<file path="config.mk">
export PLATFORM = sky130hd
export DESIGN_NAME = smsp_top
export DESIGN_NICKNAME = d
export VERILOG_FILES = /design/src/logic/smsp_pkg.sv /design/src/logic/smsp_fifo.sv /design/src/logic/smsp_top.sv
export VERILOG_INCLUDE_DIRS = /design/src /design/src/logic
export SDC_FILE = /design/constraint.sdc
export NUM_CORES = 1
export LEC_CHECK = 0
export BUFFER_PORTS_ARGS = -buffer_cell sky130_fd_sc_hd__buf_2
export CORE_MARGIN = 5
export CORE_UTILIZATION = 35
export CTS_BUF_LIST = sky130_fd_sc_hd__clkbuf_8 sky130_fd_sc_hd__clkbuf_16
export DETAILED_ROUTE_END_ITERATION = 16
export SYNTH_ARGS = -nofsm -noshare
export SYNTH_HDL_FRONTEND = slang
export SYNTH_SLANG_ARGS = --single-unit
</file>
<file path="constraint.sdc">
create_clock -name clk_i -period 3.2 [get_ports clk_i]
set_clock_uncertainty 0.05 [all_clocks]
set_input_delay 0.32 -clock clk_i [delete_from_list [all_inputs] [get_ports clk_i]]
set_output_delay 0.32 -clock clk_i [all_outputs]
set_load 0.005 [all_outputs]
</file>
<file path="src/logic/smsp_consts.svh">
// constants for the serial master/slave port: register offsets, control fields, reset values
// assumes a 100 MHz core clock and the plain register port of the top module
`ifndef SMSP_CONSTS_SVH
`define SMSP_CONSTS_SVH

`define SMSP_OFS_STATUS 32'hffff0a00
`define SMSP_OFS_RECEIVE 32'hffff0a04
`define SMSP_OFS_TRANSMIT 32'hffff0a08
`define SMSP_OFS_DIVIDER 32'hffff0a0c
`define SMSP_OFS_CONTROL 32'hffff0a10

`define SMSP_CTL_RESET 16'h0000
`define SMSP_DIV_RESET 8'h00

`define SMSP_BIT_THR_HI 15
`define SMSP_BIT_THR_LO 14
`define SMSP_BIT_TX_FLUSH 13
`define SMSP_BIT_RX_FLUSH 12
`define SMSP_BIT_CONT 11
`define SMSP_BIT_LOOP 10
`define SMSP_BIT_SLV_OE 9
`define SMSP_BIT_RX_OVW 8
`define SMSP_BIT_ZERO 7
`define SMSP_BIT_WR_INIT 6
`define SMSP_BIT_LSB 5
`define SMSP_BIT_OPEN_DRAIN 4
`define SMSP_BIT_CPOL 3
`define SMSP_BIT_CPHA 2
`define SMSP_BIT_MASTER 1
`define SMSP_BIT_ENABLE 0

`define SMSP_FIFO_DEPTH 3'h4
`define SMSP_BYTE_BITS 4'h8

`endif

</file>
<file path="src/logic/smsp_pkg.sv">
// types for the serial master/slave port
// assumes smsp_consts.svh is included by the design files
package smsp_pkg;

    typedef struct packed {
        logic [31:0] addr;
        logic [31:0] wdata;
        logic wr;
        logic rd;
    } smsp_bus_req_type;

    typedef struct packed {
        logic sclk;
        logic cs_b;
        logic mosi;
        logic miso;
    } smsp_pins_in_type;

    typedef struct packed {
        logic sclk;
        logic sclk_oe;
        logic cs_b;
        logic cs_b_oe;
        logic mosi;
        logic mosi_oe;
        logic miso;
        logic miso_oe;
    } smsp_pins_out_type;

    typedef enum logic [3:0] {
        SMSP_IDLE = 4'b0001,
        SMSP_LEAD = 4'b0010,
        SMSP_SHIFT = 4'b0100,
        SMSP_STALL = 4'b1000
    } smsp_state_type;

    typedef struct packed {
        logic [7:0] mem0;
        logic [7:0] mem1;
        logic [7:0] mem2;
        logic [7:0] mem3;
        logic [1:0] rd_ptr;
        logic [1:0] wr_ptr;
        logic [2:0] count;
    } smsp_fifo_state_type;

endpackage

</file>
<file path="src/logic/smsp_fifo.sv">
// four-byte flip-flop FIFO used for both receive and transmit directions
// assumes nothing of the caller: a pop when empty is ignored; a push when full is dropped unless a pop comes in the same cycle
`timescale 1ns/10ps
`include "smsp_consts.svh"
module smsp_fifo
(
    input wire logic clk_i,
    input wire logic rst_b_i,
    input wire logic flush_i,
    input wire logic push_i,
    input wire logic [7:0] push_data_i,
    input wire logic pop_i,
    output logic [7:0] head_o,
    output logic [2:0] count_o
);
    import smsp_pkg::*;

    smsp_fifo_state_type st;
    smsp_fifo_state_type next_st;
    logic do_push;
    logic do_pop;

    function automatic logic [7:0] pick(input smsp_fifo_state_type s, input logic [1:0] i);
        logic [7:0] r;
        r = s.mem0;
        case (i)
            2'h1: r = s.mem1;
            2'h2: r = s.mem2;
            2'h3: r = s.mem3;
            default: r = s.mem0;
        endcase
        return r;
    endfunction

    assign head_o = pick(st, st.rd_ptr);
    assign count_o = st.count;

    always_comb
    begin
        next_st = st;
        do_pop = pop_i && (st.count != 3'h0);
        do_push = push_i && ((st.count != `SMSP_FIFO_DEPTH) || do_pop);
        if (do_push)
        begin
            case (st.wr_ptr)
                2'h0: next_st.mem0 = push_data_i;
                2'h1: next_st.mem1 = push_data_i;
                2'h2: next_st.mem2 = push_data_i;
                default: next_st.mem3 = push_data_i;
            endcase
            next_st.wr_ptr = st.wr_ptr + 2'h1;
        end
        if (do_pop)
        begin
            next_st.rd_ptr = st.rd_ptr + 2'h1;
        end
        next_st.count = st.count + {2'h0, do_push} - {2'h0, do_pop};
        if (flush_i)
        begin
            next_st.rd_ptr = 2'h0;
            next_st.wr_ptr = 2'h0;
            next_st.count = 3'h0;
        end
    end

    always_ff @(posedge clk_i or negedge rst_b_i)
    begin
        if (!rst_b_i)
        begin
            st <= '0;
        end
        else
        begin
            st <= next_st;
        end
    end
endmodule

</file>
<file path="src/logic/smsp_top.sv">
// serial master/slave port: register file, bit-rate divider, shifter and both FIFOs
// assumes a single 100 MHz clock; slave-mode pins are asynchronous and are synchronised here
//
// Notes on behaviour
// - eight bits out and in together
// - master clock is clk over 2*(1+divider)
// - launch on one edge, sample on other
// - slave exchanges bytes while select is low
// - master drives select low during transfers
// - status shows receive and transmit byte counts
// - excess flag when receive count exceeds threshold
// - overflow flag on byte into full FIFO
// - receive flag at threshold count when read starts transfers, transmit flag when write does
// - underflow flag on transmit with empty FIFO
// - summary flag on any event except underflow during receive flush, read clears
// - threshold code selects one to four bytes
// - transmit flush empties FIFO, ignores writes
// - receive flush drops data and events
// - continuous mode holds select while transmit bytes are queued; else stall
// - loopback ties data output to input
// - slave output drive enable and open drain
// - overwrite or discard when receive FIFO full
// - empty FIFO sends zero or last byte
// - write starts transfer or read does
// - bit order, clock polarity and phase select
// - master/slave select and port enable
`timescale 1ns/10ps
`include "smsp_consts.svh"
module smsp_top
(
    input wire logic clk_i,
    input wire logic rst_b_i,
    input wire smsp_pkg::smsp_bus_req_type bus_i,
    output logic [31:0] rdata_o,
    input wire smsp_pkg::smsp_pins_in_type pins_i,
    output smsp_pkg::smsp_pins_out_type pins_o
);
    import smsp_pkg::*;

    ////////////////////////////////////////////////////////////////////////////////
    // state

    typedef struct packed {
        logic [15:0] ctl;
        logic [7:0] div;
        logic rx_ovf;
        logic rx_irq;
        logic tx_irq;
        logic tx_uf;
        logic any_irq;
        smsp_state_type fsm;
        logic [7:0] div_cnt;
        logic half;
        logic [3:0] bit_cnt;
        logic [7:0] tx_sh;
        logic [7:0] rx_sh;
        logic [7:0] last_tx;
        logic [2:0] xfer_cnt;
        logic [2:0] rx_cnt;
        logic start_req;
        logic [2:0] sclk_sync;
        logic [2:0] cs_sync;
        logic [2:0] mosi_sync;
        logic [2:0] miso_sync;
        logic sclk_prev;
        logic cs_prev;
        logic [31:0] rdata;
        smsp_pins_out_type pins;
    } smsp_top_state_type;

    smsp_top_state_type st;
    smsp_top_state_type next_st;

    logic [7:0] rx_head;
    logic [2:0] rx_count;
    logic [7:0] tx_head;
    logic [2:0] tx_count;
    logic rx_push;
    logic [7:0] rx_push_data;
    logic rx_pop;
    logic tx_push;
    logic tx_pop;

    ////////////////////////////////////////////////////////////////////////////////
    // helpers

    // a change counts once the second and third stages agree
    function automatic logic settled(input logic [2:0] s, input logic prev);
        return (s[1] == s[2]) ? s[2] : prev;
    endfunction

    function automatic logic [2:0] thr_bytes(input logic [15:0] c);
        return {1'b0, c[`SMSP_BIT_THR_HI:`SMSP_BIT_THR_LO]} + 3'h1;
    endfunction

    function automatic logic out_bit(input logic [7:0] sh, input logic lsb);
        return lsb ? sh[0] : sh[7];
    endfunction

    function automatic logic [7:0] shift_in(input logic [7:0] sh, input logic b, input logic lsb);
        return lsb ? {b, sh[7:1]} : {sh[6:0], b};
    endfunction

    function automatic logic [7:0] shift_out(input logic [7:0] sh, input logic lsb);
        return lsb ? {1'b0, sh[7:1]} : {sh[6:0], 1'b0};
    endfunction

    ////////////////////////////////////////////////////////////////////////////////
    // FIFOs

    smsp_fifo u_rx_fifo
    (
        .clk_i(clk_i),
        .rst_b_i(rst_b_i),
        .flush_i(st.ctl[`SMSP_BIT_RX_FLUSH]),
        .push_i(rx_push),
        .push_data_i(rx_push_data),
        .pop_i(rx_pop),
        .head_o(rx_head),
        .count_o(rx_count)
    );

    smsp_fifo u_tx_fifo
    (
        .clk_i(clk_i),
        .rst_b_i(rst_b_i),
        .flush_i(st.ctl[`SMSP_BIT_TX_FLUSH]),
        .push_i(tx_push),
        .push_data_i(bus_i.wdata[7:0]),
        .pop_i(tx_pop),
        .head_o(tx_head),
        .count_o(tx_count)
    );

    assign rdata_o = st.rdata;
    assign pins_o = st.pins;

    ////////////////////////////////////////////////////////////////////////////////
    // next state

    always_comb
    begin
        logic en;
        logic master;
        logic cpol;
        logic cpha;
        logic lsb;
        logic s_sclk;
        logic s_cs;
        logic s_din;
        logic lead;
        logic trail;
        logic samp;
        logic launch;
        logic byte_done;
        logic load;
        logic [7:0] load_val;
        logic st_rd;
        logic rx_rd;
        logic ev_ovf;
        logic ev_rx;
        logic ev_tx;
        logic ev_uf;
        logic dout;
        logic [2:0] next_rx_cnt;
        en = 1'b0;
        master = 1'b0;
        cpol = 1'b0;
        cpha = 1'b0;
        lsb = 1'b0;
        s_sclk = 1'b0;
        s_cs = 1'b1;
        s_din = 1'b0;
        lead = 1'b0;
        trail = 1'b0;
        samp = 1'b0;
        launch = 1'b0;
        byte_done = 1'b0;
        load = 1'b0;
        load_val = 8'h00;
        st_rd = 1'b0;
        rx_rd = 1'b0;
        ev_ovf = 1'b0;
        ev_rx = 1'b0;
        ev_tx = 1'b0;
        ev_uf = 1'b0;
        dout = 1'b0;
        next_rx_cnt = 3'h0;
        next_st = st;
        rx_push = 1'b0;
        rx_push_data = st.rx_sh;
        rx_pop = 1'b0;
        tx_push = 1'b0;
        tx_pop = 1'b0;

        en = st.ctl[`SMSP_BIT_ENABLE];
        master = st.ctl[`SMSP_BIT_MASTER];
        cpol = st.ctl[`SMSP_BIT_CPOL];
        cpha = st.ctl[`SMSP_BIT_CPHA];
        lsb = st.ctl[`SMSP_BIT_LSB];

        // three-stage synchronisers for pins from the far side
        next_st.sclk_sync = {st.sclk_sync[1:0], pins_i.sclk};
        next_st.cs_sync = {st.cs_sync[1:0], pins_i.cs_b};
        next_st.mosi_sync = {st.mosi_sync[1:0], pins_i.mosi};
        next_st.miso_sync = {st.miso_sync[1:0], pins_i.miso};
        s_sclk = settled(st.sclk_sync, st.sclk_prev);
        s_cs = settled(st.cs_sync, st.cs_prev);
        next_st.sclk_prev = s_sclk;
        next_st.cs_prev = s_cs;

        // loopback feeds our own data output back as input
        if (st.ctl[`SMSP_BIT_LOOP])
        begin
            s_din = master ? st.pins.mosi : st.pins.miso;
        end
        else
        begin
            s_din = master ? st.miso_sync[2] : st.mosi_sync[2];
        end

        ////////////////////////////////////////////////////////////////////////
        // register port
        next_st.rdata = 32'h0000_0000;
        if (bus_i.rd)
        begin
            unique case (bus_i.addr)
                `SMSP_OFS_STATUS:
                begin
                    st_rd = 1'b1;
                    next_st.rdata = {20'h00000,
                        (rx_count > thr_bytes(st.ctl)), rx_count,
                        st.rx_ovf, st.rx_irq, st.tx_irq, st.tx_uf, tx_count, st.any_irq};
                end
                `SMSP_OFS_RECEIVE:
                begin
                    rx_rd = 1'b1;
                    next_st.rdata = {24'h000000, rx_head};
                    rx_pop = 1'b1;
                end
                `SMSP_OFS_DIVIDER: next_st.rdata = {24'h000000, st.div};
                `SMSP_OFS_CONTROL: next_st.rdata = {16'h0000, st.ctl};
                default: next_st.rdata = 32'h0000_0000;
            endcase
        end
        if (bus_i.wr)
        begin
            if (bus_i.addr == `SMSP_OFS_CONTROL)
            begin
                next_st.ctl = bus_i.wdata[15:0];
            end
            if (bus_i.addr == `SMSP_OFS_DIVIDER)
            begin
                next_st.div = bus_i.wdata[7:0];
            end
            if ((bus_i.addr == `SMSP_OFS_TRANSMIT) && !st.ctl[`SMSP_BIT_TX_FLUSH])
            begin
                tx_push = 1'b1;
            end
        end

        // start requests for master transfers
        if (en && master)
        begin
            if (st.ctl[`SMSP_BIT_WR_INIT] && tx_push)
            begin
                next_st.start_req = 1'b1;
            end
            if (!st.ctl[`SMSP_BIT_WR_INIT] && rx_rd)
            begin
                next_st.start_req = 1'b1;
            end
        end
        else
        begin
            next_st.start_req = 1'b0;
        end

        ////////////////////////////////////////////////////////////////////////
        // shifter
        if (!en)
        begin
            next_st.fsm = SMSP_IDLE;
            next_st.bit_cnt = 4'h0;
            next_st.pins.sclk = cpol;
            next_st.pins.cs_b = 1'b1;
        end
        else if (master)
        begin
            unique case (st.fsm)
                SMSP_IDLE:
                begin
                    next_st.pins.sclk = cpol;
                    next_st.pins.cs_b = 1'b1;
                    if (st.start_req || (st.ctl[`SMSP_BIT_WR_INIT] && tx_count != 3'h0))
                    begin
                        load = 1'b1;
                        next_st.start_req = 1'b0;
                        next_st.pins.cs_b = 1'b0;
                        next_st.fsm = SMSP_LEAD;
                    end
                end
                SMSP_LEAD, SMSP_SHIFT:
                begin
                    // one half period spans 1+divider core clocks
                    if (st.div_cnt == st.div)
                    begin
                        next_st.div_cnt = 8'h00;
                        next_st.half = ~st.half;
                        next_st.pins.sclk = ~st.pins.sclk;
                        next_st.fsm = SMSP_SHIFT;
                        lead = !st.half;
                        trail = st.half;
                    end
                    else
                    begin
                        next_st.div_cnt = st.div_cnt + 8'h01;
                    end
                end
                SMSP_STALL:
                begin
                    // return the clock to idle a half period on, then raise select a half period after that
                    if (st.div_cnt == st.div)
                    begin
                        next_st.div_cnt = 8'h00;
                        next_st.half = ~st.half;
                        next_st.pins.sclk = cpol;
                        if (st.half)
                        begin
                            next_st.pins.cs_b = 1'b1;
                            next_st.fsm = SMSP_IDLE;
                        end
                    end
                    else
                    begin
                        next_st.div_cnt = st.div_cnt + 8'h01;
                    end
                end
                default: next_st.fsm = SMSP_IDLE;
            endcase
        end
        else
        begin
            // slave: edges come from the external master
            next_st.fsm = s_cs ? SMSP_IDLE : SMSP_SHIFT;
            lead = !s_cs && (s_sclk != st.sclk_prev) && (s_sclk != cpol);
            trail = !s_cs && (s_sclk != st.sclk_prev) && (s_sclk == cpol);
            if (!s_cs && st.cs_prev)
            begin
                load = 1'b1;
                next_st.bit_cnt = 4'h0;
            end
        end

        // phase 0 samples on the leading edge, phase 1 on the trailing one
        samp = cpha ? trail : lead;
        launch = cpha ? lead : trail;
        if (samp)
        begin
            next_st.rx_sh = shift_in(st.rx_sh, s_din, lsb);
            next_st.bit_cnt = st.bit_cnt + 4'h1;
            byte_done = (st.bit_cnt + 4'h1) == `SMSP_BYTE_BITS;
        end
        // the first bit is already on the pin, so nothing launches before the first sample
        if (launch && st.bit_cnt != 4'h0)
        begin
            next_st.tx_sh = shift_out(st.tx_sh, lsb);
        end

        // byte completion
        if (byte_done)
        begin
            next_st.bit_cnt = 4'h0;
            rx_push_data = shift_in(st.rx_sh, s_din, lsb);
            if (!st.ctl[`SMSP_BIT_RX_FLUSH])
            begin
                if (rx_count == `SMSP_FIFO_DEPTH && !rx_pop)
                begin
                    ev_ovf = 1'b1;
                    rx_push = st.ctl[`SMSP_BIT_RX_OVW];
                    rx_pop = st.ctl[`SMSP_BIT_RX_OVW];
                end
                else
                begin
                    rx_push = 1'b1;
                end
                next_rx_cnt = st.rx_cnt + 3'h1;
                if (!st.ctl[`SMSP_BIT_WR_INIT] && next_rx_cnt >= thr_bytes(st.ctl))
                begin
                    ev_rx = 1'b1;
                    next_rx_cnt = 3'h0;
                end
                next_st.rx_cnt = next_rx_cnt;
            end
            next_st.xfer_cnt = st.xfer_cnt + 3'h1;
            if (st.ctl[`SMSP_BIT_WR_INIT] && (st.xfer_cnt + 3'h1) >= thr_bytes(st.ctl))
            begin
                ev_tx = 1'b1;
                next_st.xfer_cnt = 3'h0;
            end
            if (master)
            begin
                if (st.ctl[`SMSP_BIT_CONT] && tx_count != 3'h0)
                begin
                    load = 1'b1;
                end
                else
                begin
                    next_st.fsm = SMSP_STALL;
                    next_st.half = 1'b0;
                    next_st.div_cnt = 8'h00;
                end
            end
            else
            begin
                load = 1'b1;
            end
        end

        // fetch the next byte, or the fill value when none is queued
        if (load)
        begin
            if (tx_count != 3'h0)
            begin
                load_val = tx_head;
                tx_pop = 1'b1;
            end
            else
            begin
                ev_uf = !st.ctl[`SMSP_BIT_TX_FLUSH];
                load_val = st.ctl[`SMSP_BIT_ZERO] ? 8'h00 : st.last_tx;
            end
            next_st.tx_sh = load_val;
            next_st.last_tx = load_val;
            next_st.half = 1'b0;
            next_st.div_cnt = 8'h00;
        end

        // sticky flags: an event in the read cycle wins over the clear
        next_st.rx_ovf = ev_ovf || (st.rx_ovf && !st_rd);
        next_st.rx_irq = ev_rx || (st.rx_irq && !st_rd);
        next_st.tx_irq = ev_tx || (st.tx_irq && !st_rd);
        next_st.tx_uf = ev_uf || (st.tx_uf && !st_rd);
        next_st.any_irq = ((ev_ovf || ev_uf) && !st.ctl[`SMSP_BIT_RX_FLUSH]) || ev_rx || ev_tx
            || (st.any_irq && !st_rd);

        ////////////////////////////////////////////////////////////////////////
        // pin drivers
        dout = out_bit(load ? load_val : next_st.tx_sh, lsb);
        next_st.pins.sclk_oe = en && master;
        next_st.pins.cs_b_oe = en && master;
        next_st.pins.mosi = dout;
        next_st.pins.miso = dout;
        if (st.ctl[`SMSP_BIT_OPEN_DRAIN])
        begin
            next_st.pins.mosi_oe = en && master && !dout;
            next_st.pins.miso_oe = en && !master && !s_cs && !dout;
        end
        else
        begin
            next_st.pins.mosi_oe = en && master;
            next_st.pins.miso_oe = en && !master && !s_cs
                && (st.ctl[`SMSP_BIT_SLV_OE] || !dout);
        end
    end

    ////////////////////////////////////////////////////////////////////////////////
    // registers

    always_ff @(posedge clk_i or negedge rst_b_i)
    begin
        if (!rst_b_i)
        begin
            st <= '0;
            st.ctl <= `SMSP_CTL_RESET;
            st.div <= `SMSP_DIV_RESET;
            st.fsm <= SMSP_IDLE;
            st.sclk_sync <= 3'h0;
            st.cs_sync <= 3'h7;
            st.cs_prev <= 1'b1;
            st.pins.cs_b <= 1'b1;
        end
        else
        begin
            st <= next_st;
        end
    end
endmodule

</file>
==> results of run 1 <==
[area by class of cell]
| type | instances | share of cell area |
|---|---|---|
| clock buffers | 18 | 0.03835 |
| clock inverters | 14 | 0.01497 |
| inverters | 31 | 0.01016 |
| multi-input cells | 618 | 0.3941 |
| flip-flops and latches | 191 | 0.4180 |
| well taps | 378 | 0.04130 |
| repair buffers | 148 | 0.08304 |
[synthesized netlist by cell type (all sizes together) (3+ instances only)]
library cell	n	share of area
and3	9	0.0058
a21o	4	0.0031
nor4bb	3	0.0031
buf	53	0.037
xor2	7	0.0063
or3	3	0.0019
mux2	63	0.085
a22oi	5	0.0038
nor2b	12	0.0077
nor3b	4	0.0031
o21ai	40	0.020
nor4b	4	0.0042
o31ai	4	0.0031
o32ai	3	0.0027
clkbuf	35	0.013
or2	4	0.0026
nand2b	8	0.0051
a211oi	7	0.0059
and2	5	0.0032
dfstp	6	0.016
nor2	72	0.028
nand3	12	0.0061
xnor2	19	0.017
nor3	6	0.0031
o211ai	6	0.0046
mux2i	16	0.016
a31o	3	0.0027
dfrtp	185	0.47
nand2	72	0.034
nand4	10	0.0064
inv	31	0.012
a222oi	24	0.025
a31oi	4	0.0041
a21oi	104	0.053
or4b	4	0.0041
ha	37	0.047
nor4	4	0.0026
[per-stage QoR]
step | total power [uW] | cells | util | cell area (um^2)
floorplan | 2513 | 928 | - | 9844
global route | 4889 | 1398 | 0.4133 | 11450
detailed placement | 2612 | 1359 | 0.3871 | 10730
CTS | 4774 | 1396 | 0.4111 | 11390
global placement | 2611 | 1359 | 0.3871 | 10730
finish | 4708 | 1398 | 0.4133 | 11450
[routing by layer]
layer | routed length, um | up-vias | track usage
met3 | 931 | 17 | 0.02927
met1 | 10810 | 3502 | 0.2140
li1 | - | 3401 | -
met2 | 11870 | 139 | 0.2586
met4 | 269 | 0 | 0.03095
met5 | 0 | - | 0
[power by group through the flow]
stage | registers, uW | logic [uW] | clock network, uW
floorplan | 2480 | 36.8 | 0
global placement | 2480 | 134 | 0
detailed placement | 2480 | 135 | 0
CTS | 2430 | 140 | 2200
global route | 2430 | 155 | 2300
finish | 2430 | 135 | 2140
[placed cells by master (no fill, tap or decap), drive strengths merged, types with 6 or more instances in the layout]
cell type / instances
nor3: 6
inv: 37
nand3: 12
buf: 142
nor2b: 12
o211ai: 6
a222oi: 24
a21oi: 104
o21ai: 40
clkinv: 7
dfrtp: 185
nand2: 72
mux2: 63
dfstp: 6
nor2: 72
nand4: 10
nand2b: 8
xor2: 7
ha: 37
xnor2: 19
a211oi: 7
conb: 16
mux2i: 16
and3: 9
clkbuf: 19
[critical path: cells and delay by family, from the launching register on]
kind / cells / cell delay, ps
adders and majority gates: 4 / 1150
and+or+nand+nor: 5 / 580
AOI/OAI and AO/OA: 2 / 490
DFF: 1 / 410
buffers and inverters: 2 / 170
xor gates and xnor gates: 1 / 140
[how the worst max path moves through the flow]
stage,startpoint,end,slack [ps],cells after the start
final,st[113],u_tx_fifo.count_o[1],140,14
after global routing,st[113],u_rx_fifo.count_o[2],-30,15
after CTS,st[97],u_tx_fifo.count_o[2],20,15
after detailed placement,st[113],u_tx_fifo.count_o[2],0.02,15
after global placement,next_st[53],u_rx_fifo.count_o[2],20,12
after floorplan,st[90],u_rx_fifo.count_o[2],2,16
[sequential cells by signal (all words and copies together), names as in the netlist, named ones only]
signal / count
u_tx_fifo.st: 36
st: 77
u_rx_fifo.st: 36
rdata_o: 16
u_rx_fifo.count_o: 3
next_st: 8
u_tx_fifo.count_o: 3
pins_o: 6
[repair_timing]
| item | CTS | global route |
|---|---|---|
| pin swaps | 2 | 7 |
| gates resized for setup | 1 | 9 |
| endpoints found under the hold margin | 92 | 0 |
| gates cloned | 0 | 0 |
| setup endpoints to repair | 2 | 5 |
| hold buffers | 5 | 0 |
| buffers inserted | 0 | 2 |
[logic make-up (layout without fill, tap and decap cells)]
family          after synthesis  count (layout)  share of synthesized area
buf+inv                     119             211                    0.06224
simple gates                237             237                     0.1256
mux                          79              79                     0.1013
compound gates              219             219                     0.1436
xor+xnor                     26              26                    0.02331
flops                       191             191                     0.4900
fa+ha+maj                    41              41                    0.05353
other cells                   1              16                  0.0003839
==> results.py, run 1 <==
metrics = {
    "run_status": {
        "status": "completed",
    },
    "timing": {
        "timing.hold.ws_ps": 50.58,
        "drv_slew": 0,
        "tns_ps": 0,
        "setup_violations": 0,
        "finalWorstSetupSlack_ps": 143.3,
        "slew_headroom": 0.3478,
        "worst_slew_pin_slew_ps": 972.4,
        "final_hold_viol_count": 0,
        "finalCritPeriodShare": 0.9552,
        "fin_crit_ps": 3057,
        "clock.fmax_mhz": 327.1,
    },
    "global_routing": {
        "antenna_found_initial": 0,
        "gr-total-overflow": 0,
        "grt_pass1_vias": 7148,
        "grt_usage": 0.1556,
        "grt_start_max_net_pins": 92,
        "grt_pass1_wl_um": 39100,
    },
    "power_and_ir_drop": {
        "p_per_area_nw_per_um2": 411.2,
        "p_sw_frac": 0.2466,
        "p_seq_frac": 0.516,
        "power_frac_clock": 0.455,
        "peakVddDrop_v": 0.0003861,
        "comb_power_share": 0.029,
        "p_int_uw": 3547,
        "power_switching_uw": 1161,
        "power.leakage_uw": 0.005368,
    },
    "drt": {
        "drc_errors": 0,
        "drt_iter0_markers": 668,
        "vias": 7059,
        "wl_um": 23870,
        "wire_per_inst_um": 17.08,
        "via_per_inst": 5.049,
        "final_antenna_net_count": 0,
        "dr.pass1.iters": 5,
    },
    "die": {
        "die_h_um": 177.1,
        "rows": 61,
        "die_w_um": 177.1,
        "start_util": 0.3526,
        "dieArea_um2": 31350,
        "io_pins": 112,
        "core_area_um2": 27710,
    },
    "critical_path": {
        "r2r_end": "u_tx_fifo.count_o[1]",
        "reg2reg_from": "st[113]",
        "required_ps": 3510,
        "end_kind": "flop",
        "crit_path_cell_trace": "xnor2_1 -> nand4_1 -> nor2_4 -> ha_2 -> and3_4 -> o32a_4 -> buf_6 -> a31oi_4 -> nor2_2 -> ha_1 -> inv_1 -> ha_1 -> fa_2 -> nor2b_1",
        "crit_type": "reg -> reg",
        "path_common_cell": "ha_1",
        "path_max_fanout": 3,
        "cp_slowest_cell": "fa_2",
        "cpPeakStageDelay_ps": 510,
        "r2r_slack_ps": 140,
        "cp.arrival_ps": 3370,
        "cp-start-kind": "flop",
        "ff2ff_path_depth": 14,
    },
    "flow_run": {
        "maxCapViolations": 0,
    },
    "place": {
        "dp_hpwl_um": 17270,
        "gp_congestion": 0.8347,
        "pre_cts_slack_ps": 0.01688,
        "port_buffers": 79,
    },
    "final_layout": {
        "antenna_cells": 0,
        "area.growth.synth_to_final_pct": 17.21,
        "regArea_um2": 4787,
        "nNetsFinal": 1118,
        "multiInputGateArea_um2": 4513,
        "layout-drive-gt1-share": 0.2618,
        "fill_cells": 2658,
    },
    "synth": {
        "synth_warnings": 0,
        "synth_edf_count": 0,
        "ys.flop_type": "dfrtp_1",
        "yosysUniqueCellTypes": 64,
        "synth_seq_cells": 191,
        "async_reset_ff_frac": 1.000,
        "syn_area_um2": 9769,
        "ys_seq_area_frac": 0.4900,
        "syn_inst": 913,
        "synth.avg_cell_area_um2": 10.70,
    },
    "clock_tree": {
        "cts_buffers": 17,
        "clkSinkCount": 191,
        "clock_path_buffers": 2,
        "clk_latency_ps": 440,
        "cts_tree": "yes",
        "htreeDepth": 4,
        "cts_root_buf": "clkbuf_16",
        "clk_pin_slew_ps": 70,
    },
    "min_path": {
        "hp-class": "in -> reg",
        "hp-start": "bus_i[15]",
        "hold_path_end": "st[128]",
        "whs_path_depth": 2,
    },
}
Note: power is estimated with default switching activity, not from simulation.
==> run 2: changes to the inputs <==
--- a/config.mk
+++ b/config.mk
@@ -11,6 +11,7 @@
 export CORE_UTILIZATION = 35
 export CTS_BUF_LIST = sky130_fd_sc_hd__clkbuf_8 sky130_fd_sc_hd__clkbuf_16
 export DETAILED_ROUTE_END_ITERATION = 16
+export MAX_ROUTING_LAYER = met4
 export SYNTH_ARGS = -nofsm -noshare
 export SYNTH_HDL_FRONTEND = slang
 export SYNTH_SLANG_ARGS = --single-unit
==> results.py, run 2 (synthesis gave the netlist of run 1 again) <==
metrics = {
    "global_routing": {
        "grt_usage": 0.1602,
        "grt_start_max_net_pins": 92,
        "grt_pass1_wl_um": 39140,
        "grt_pass1_vias": 7143,
        "gr-total-overflow": 0,
        "antenna_found_initial": 0,
    },
    "final_layout": {
        "final_common_cell": "dfrtp_1",
        "largest_reg_flops": 77,
        "layout-drive-gt1-share": 0.2647,
        "regArea_um2": 4787,
        "fill_cells": 2654,
        "antenna_cells": 0,
        "area.growth.synth_to_final_pct": 17.49,
        "reg_top3": "st x77, u_rx_fifo.st x36, u_tx_fifo.st x36",
        "design_area_um2": 11480,
        "fin_cells": 1398,
        "top_register": "st",
        "multiInputGateArea_um2": 4541,
        "utilization": 0.4143,
        "nNetsFinal": 1118,
        "layout_common_cells": "185 x dfrtp_1, 103 x a21oi_1, 78 x buf_2",
    },
    "clock_tree": {
        "cts_buffers": 17,
        "cts_root_buf": "clkbuf_16",
        "clk_latency_ps": 440,
        "clk_pin_slew_ps": 70,
        "cts_tree": "yes",
        "clkSinkCount": 191,
        "clock_path_buffers": 2,
        "htreeDepth": 4,
    },
    "timing": {
        "drv_slew": 0,
        "setup_violations": 0,
        "slew_headroom": 0.3470,
        "finalWorstSetupSlack_ps": 62.41,
        "final_hold_viol_count": 0,
        "fin_crit_ps": 3138,
        "finalCritPeriodShare": 0.9805,
        "rsz0062_at_grt": "yes",
        "worst_slew_pin_slew_ps": 973.7,
        "clock.fmax_mhz": 318.7,
    },
    "run_status": {
        "status": "completed",
    },
    "place": {
        "dp.cells": 1359,
        "post_dp_cell_area_um2": 10730,
        "dp_hpwl_um": 17270,
        "port_buffers": 79,
        "gp_congestion": 0.8476,
        "pre_cts_slack_ps": 0.01688,
    },
    "critical_path": {
        "crit_path_cell_trace": "xnor2_2 -> nand4_1 -> nor2_4 -> ha_4 -> and3_4 -> o32a_4 -> buf_6 -> a31oi_4 -> nor2_2 -> ha_1 -> inv_1 -> ha_2 -> fa_2 -> nor2b_1",
        "cp.arrival_ps": 3450,
        "end_kind": "flop",
        "path_max_fanout": 3,
        "cpPeakStageDelay_ps": 500,
        "ff2ff_path_depth": 14,
        "cp_slowest_cell": "fa_2",
        "required_ps": 3520,
        "crit_type": "reg -> reg",
        "cp-start-kind": "flop",
    },
    "power_and_ir_drop": {
        "peakVddDrop_v": 0.0003865,
        "comb_power_share": 0.029,
        "p_seq_frac": 0.516,
        "p_sw_frac": 0.2471,
        "power.leakage_uw": 0.005371,
        "p_int_uw": 3547,
        "power_frac_clock": 0.456,
        "p_per_area_nw_per_um2": 410.4,
        "power_switching_uw": 1164,
    },
    "die": {
        "io_pins": 112,
        "start_util": 0.3526,
        "die_h_um": 177.1,
        "die_w_um": 177.1,
        "rows": 61,
        "core_area_um2": 27710,
        "dieArea_um2": 31350,
    },
    "drt": {
        "dr.pass1.iters": 8,
        "wl_um": 23930,
        "via_per_inst": 5.082,
        "drt_iter0_markers": 709,
        "wire_per_inst_um": 17.11,
        "vias": 7105,
        "drc_errors": 0,
        "final_antenna_net_count": 0,
    },
    "min_path": {
        "hp-class": "in -> reg",
        "whs_path_depth": 2,
    },
    "flow_run": {
        "maxCapViolations": 0,
    },
}
## run 2: cell counts in the layout (fill, tap and decap cells not counted)
No cell type changed its count.
## run 2: power by group through the flow
stage	Sequential (uW)	Clock (uW)	Combinational (uW)
finish	2430	2150	135
CTS	2430	2200	140
global placement	2480	0	134
floorplan	2480	0	36.8
global route	2430	2300	155
detailed placement	2480	0	135
## run 2: worst paths after layout
path	slack (ps)	from	end
max in group asynchronous	1750	rst_b_i	next_st[49]
hold / removal	50	bus_i[15]	st[128]
hold reg to reg	300	next_st[43]	next_st[44]
setup / recovery	60	st[109]	u_tx_fifo.count_o[1]
setup reg to reg	60	st[109]	u_tx_fifo.count_o[1]
min in group asynchronous	490	rst_b_i	u_rx_fifo.st[25]
## run 2: repair_timing
item	in CTS	in global routing
endpoints found under the setup margin	2	5
setup buffers	0	2
hold endpoints to repair	92	0
resized for setup	1	13
pin swaps	2	11
hold buffers	5	0
## run 2: final cells by class
| cell class | count | area share |
|---|---|---|
| clock buffer | 18 | 0.03826 |
| sequential | 191 | 0.4170 |
| clock inverter | 14 | 0.01493 |
| tap | 378 | 0.04120 |
| timing repair buffer | 148 | 0.08284 |
| multi-input combinational | 618 | 0.3956 |
| inverter | 31 | 0.01014 |
## run 2: stage by stage
stage          hold slack, ps  TNS, ps  power [uW]
6_report                46.28        0        4711
5_1_grt                 45.40   -175.0        4888
3_3_place_gp            282.3        0        2611
2_1_floorplan          -25.59        0        2513
3_5_place_dp            284.7        0        2612
4_1_cts                 31.74        0        4774
## run 2: layer usage
layer | wire [um] | part of all wire | global-route usage | up-vias
met3 | 958 | 0.040 | 0.02606 | 19
met5 | 0 | 0 | - | -
li1 | - | - | - | 3397
met2 | 11870 | 0.50 | 0.2589 | 136
met4 | 291 | 0.012 | 0.03482 | 0
met1 | 10800 | 0.45 | 0.2145 | 3553
## run 2: critical path, delay by kind of cell, from the launching register on
family                   cells  cell delay, ps
adder cells (fa/ha/maj)      4            1110
AO/OA/AOI/OAI                2             610
AND/OR/NAND/NOR              5             570
flip-flops                   1             430
buffers and inverters        2             170
XOR/XNOR                     1             150
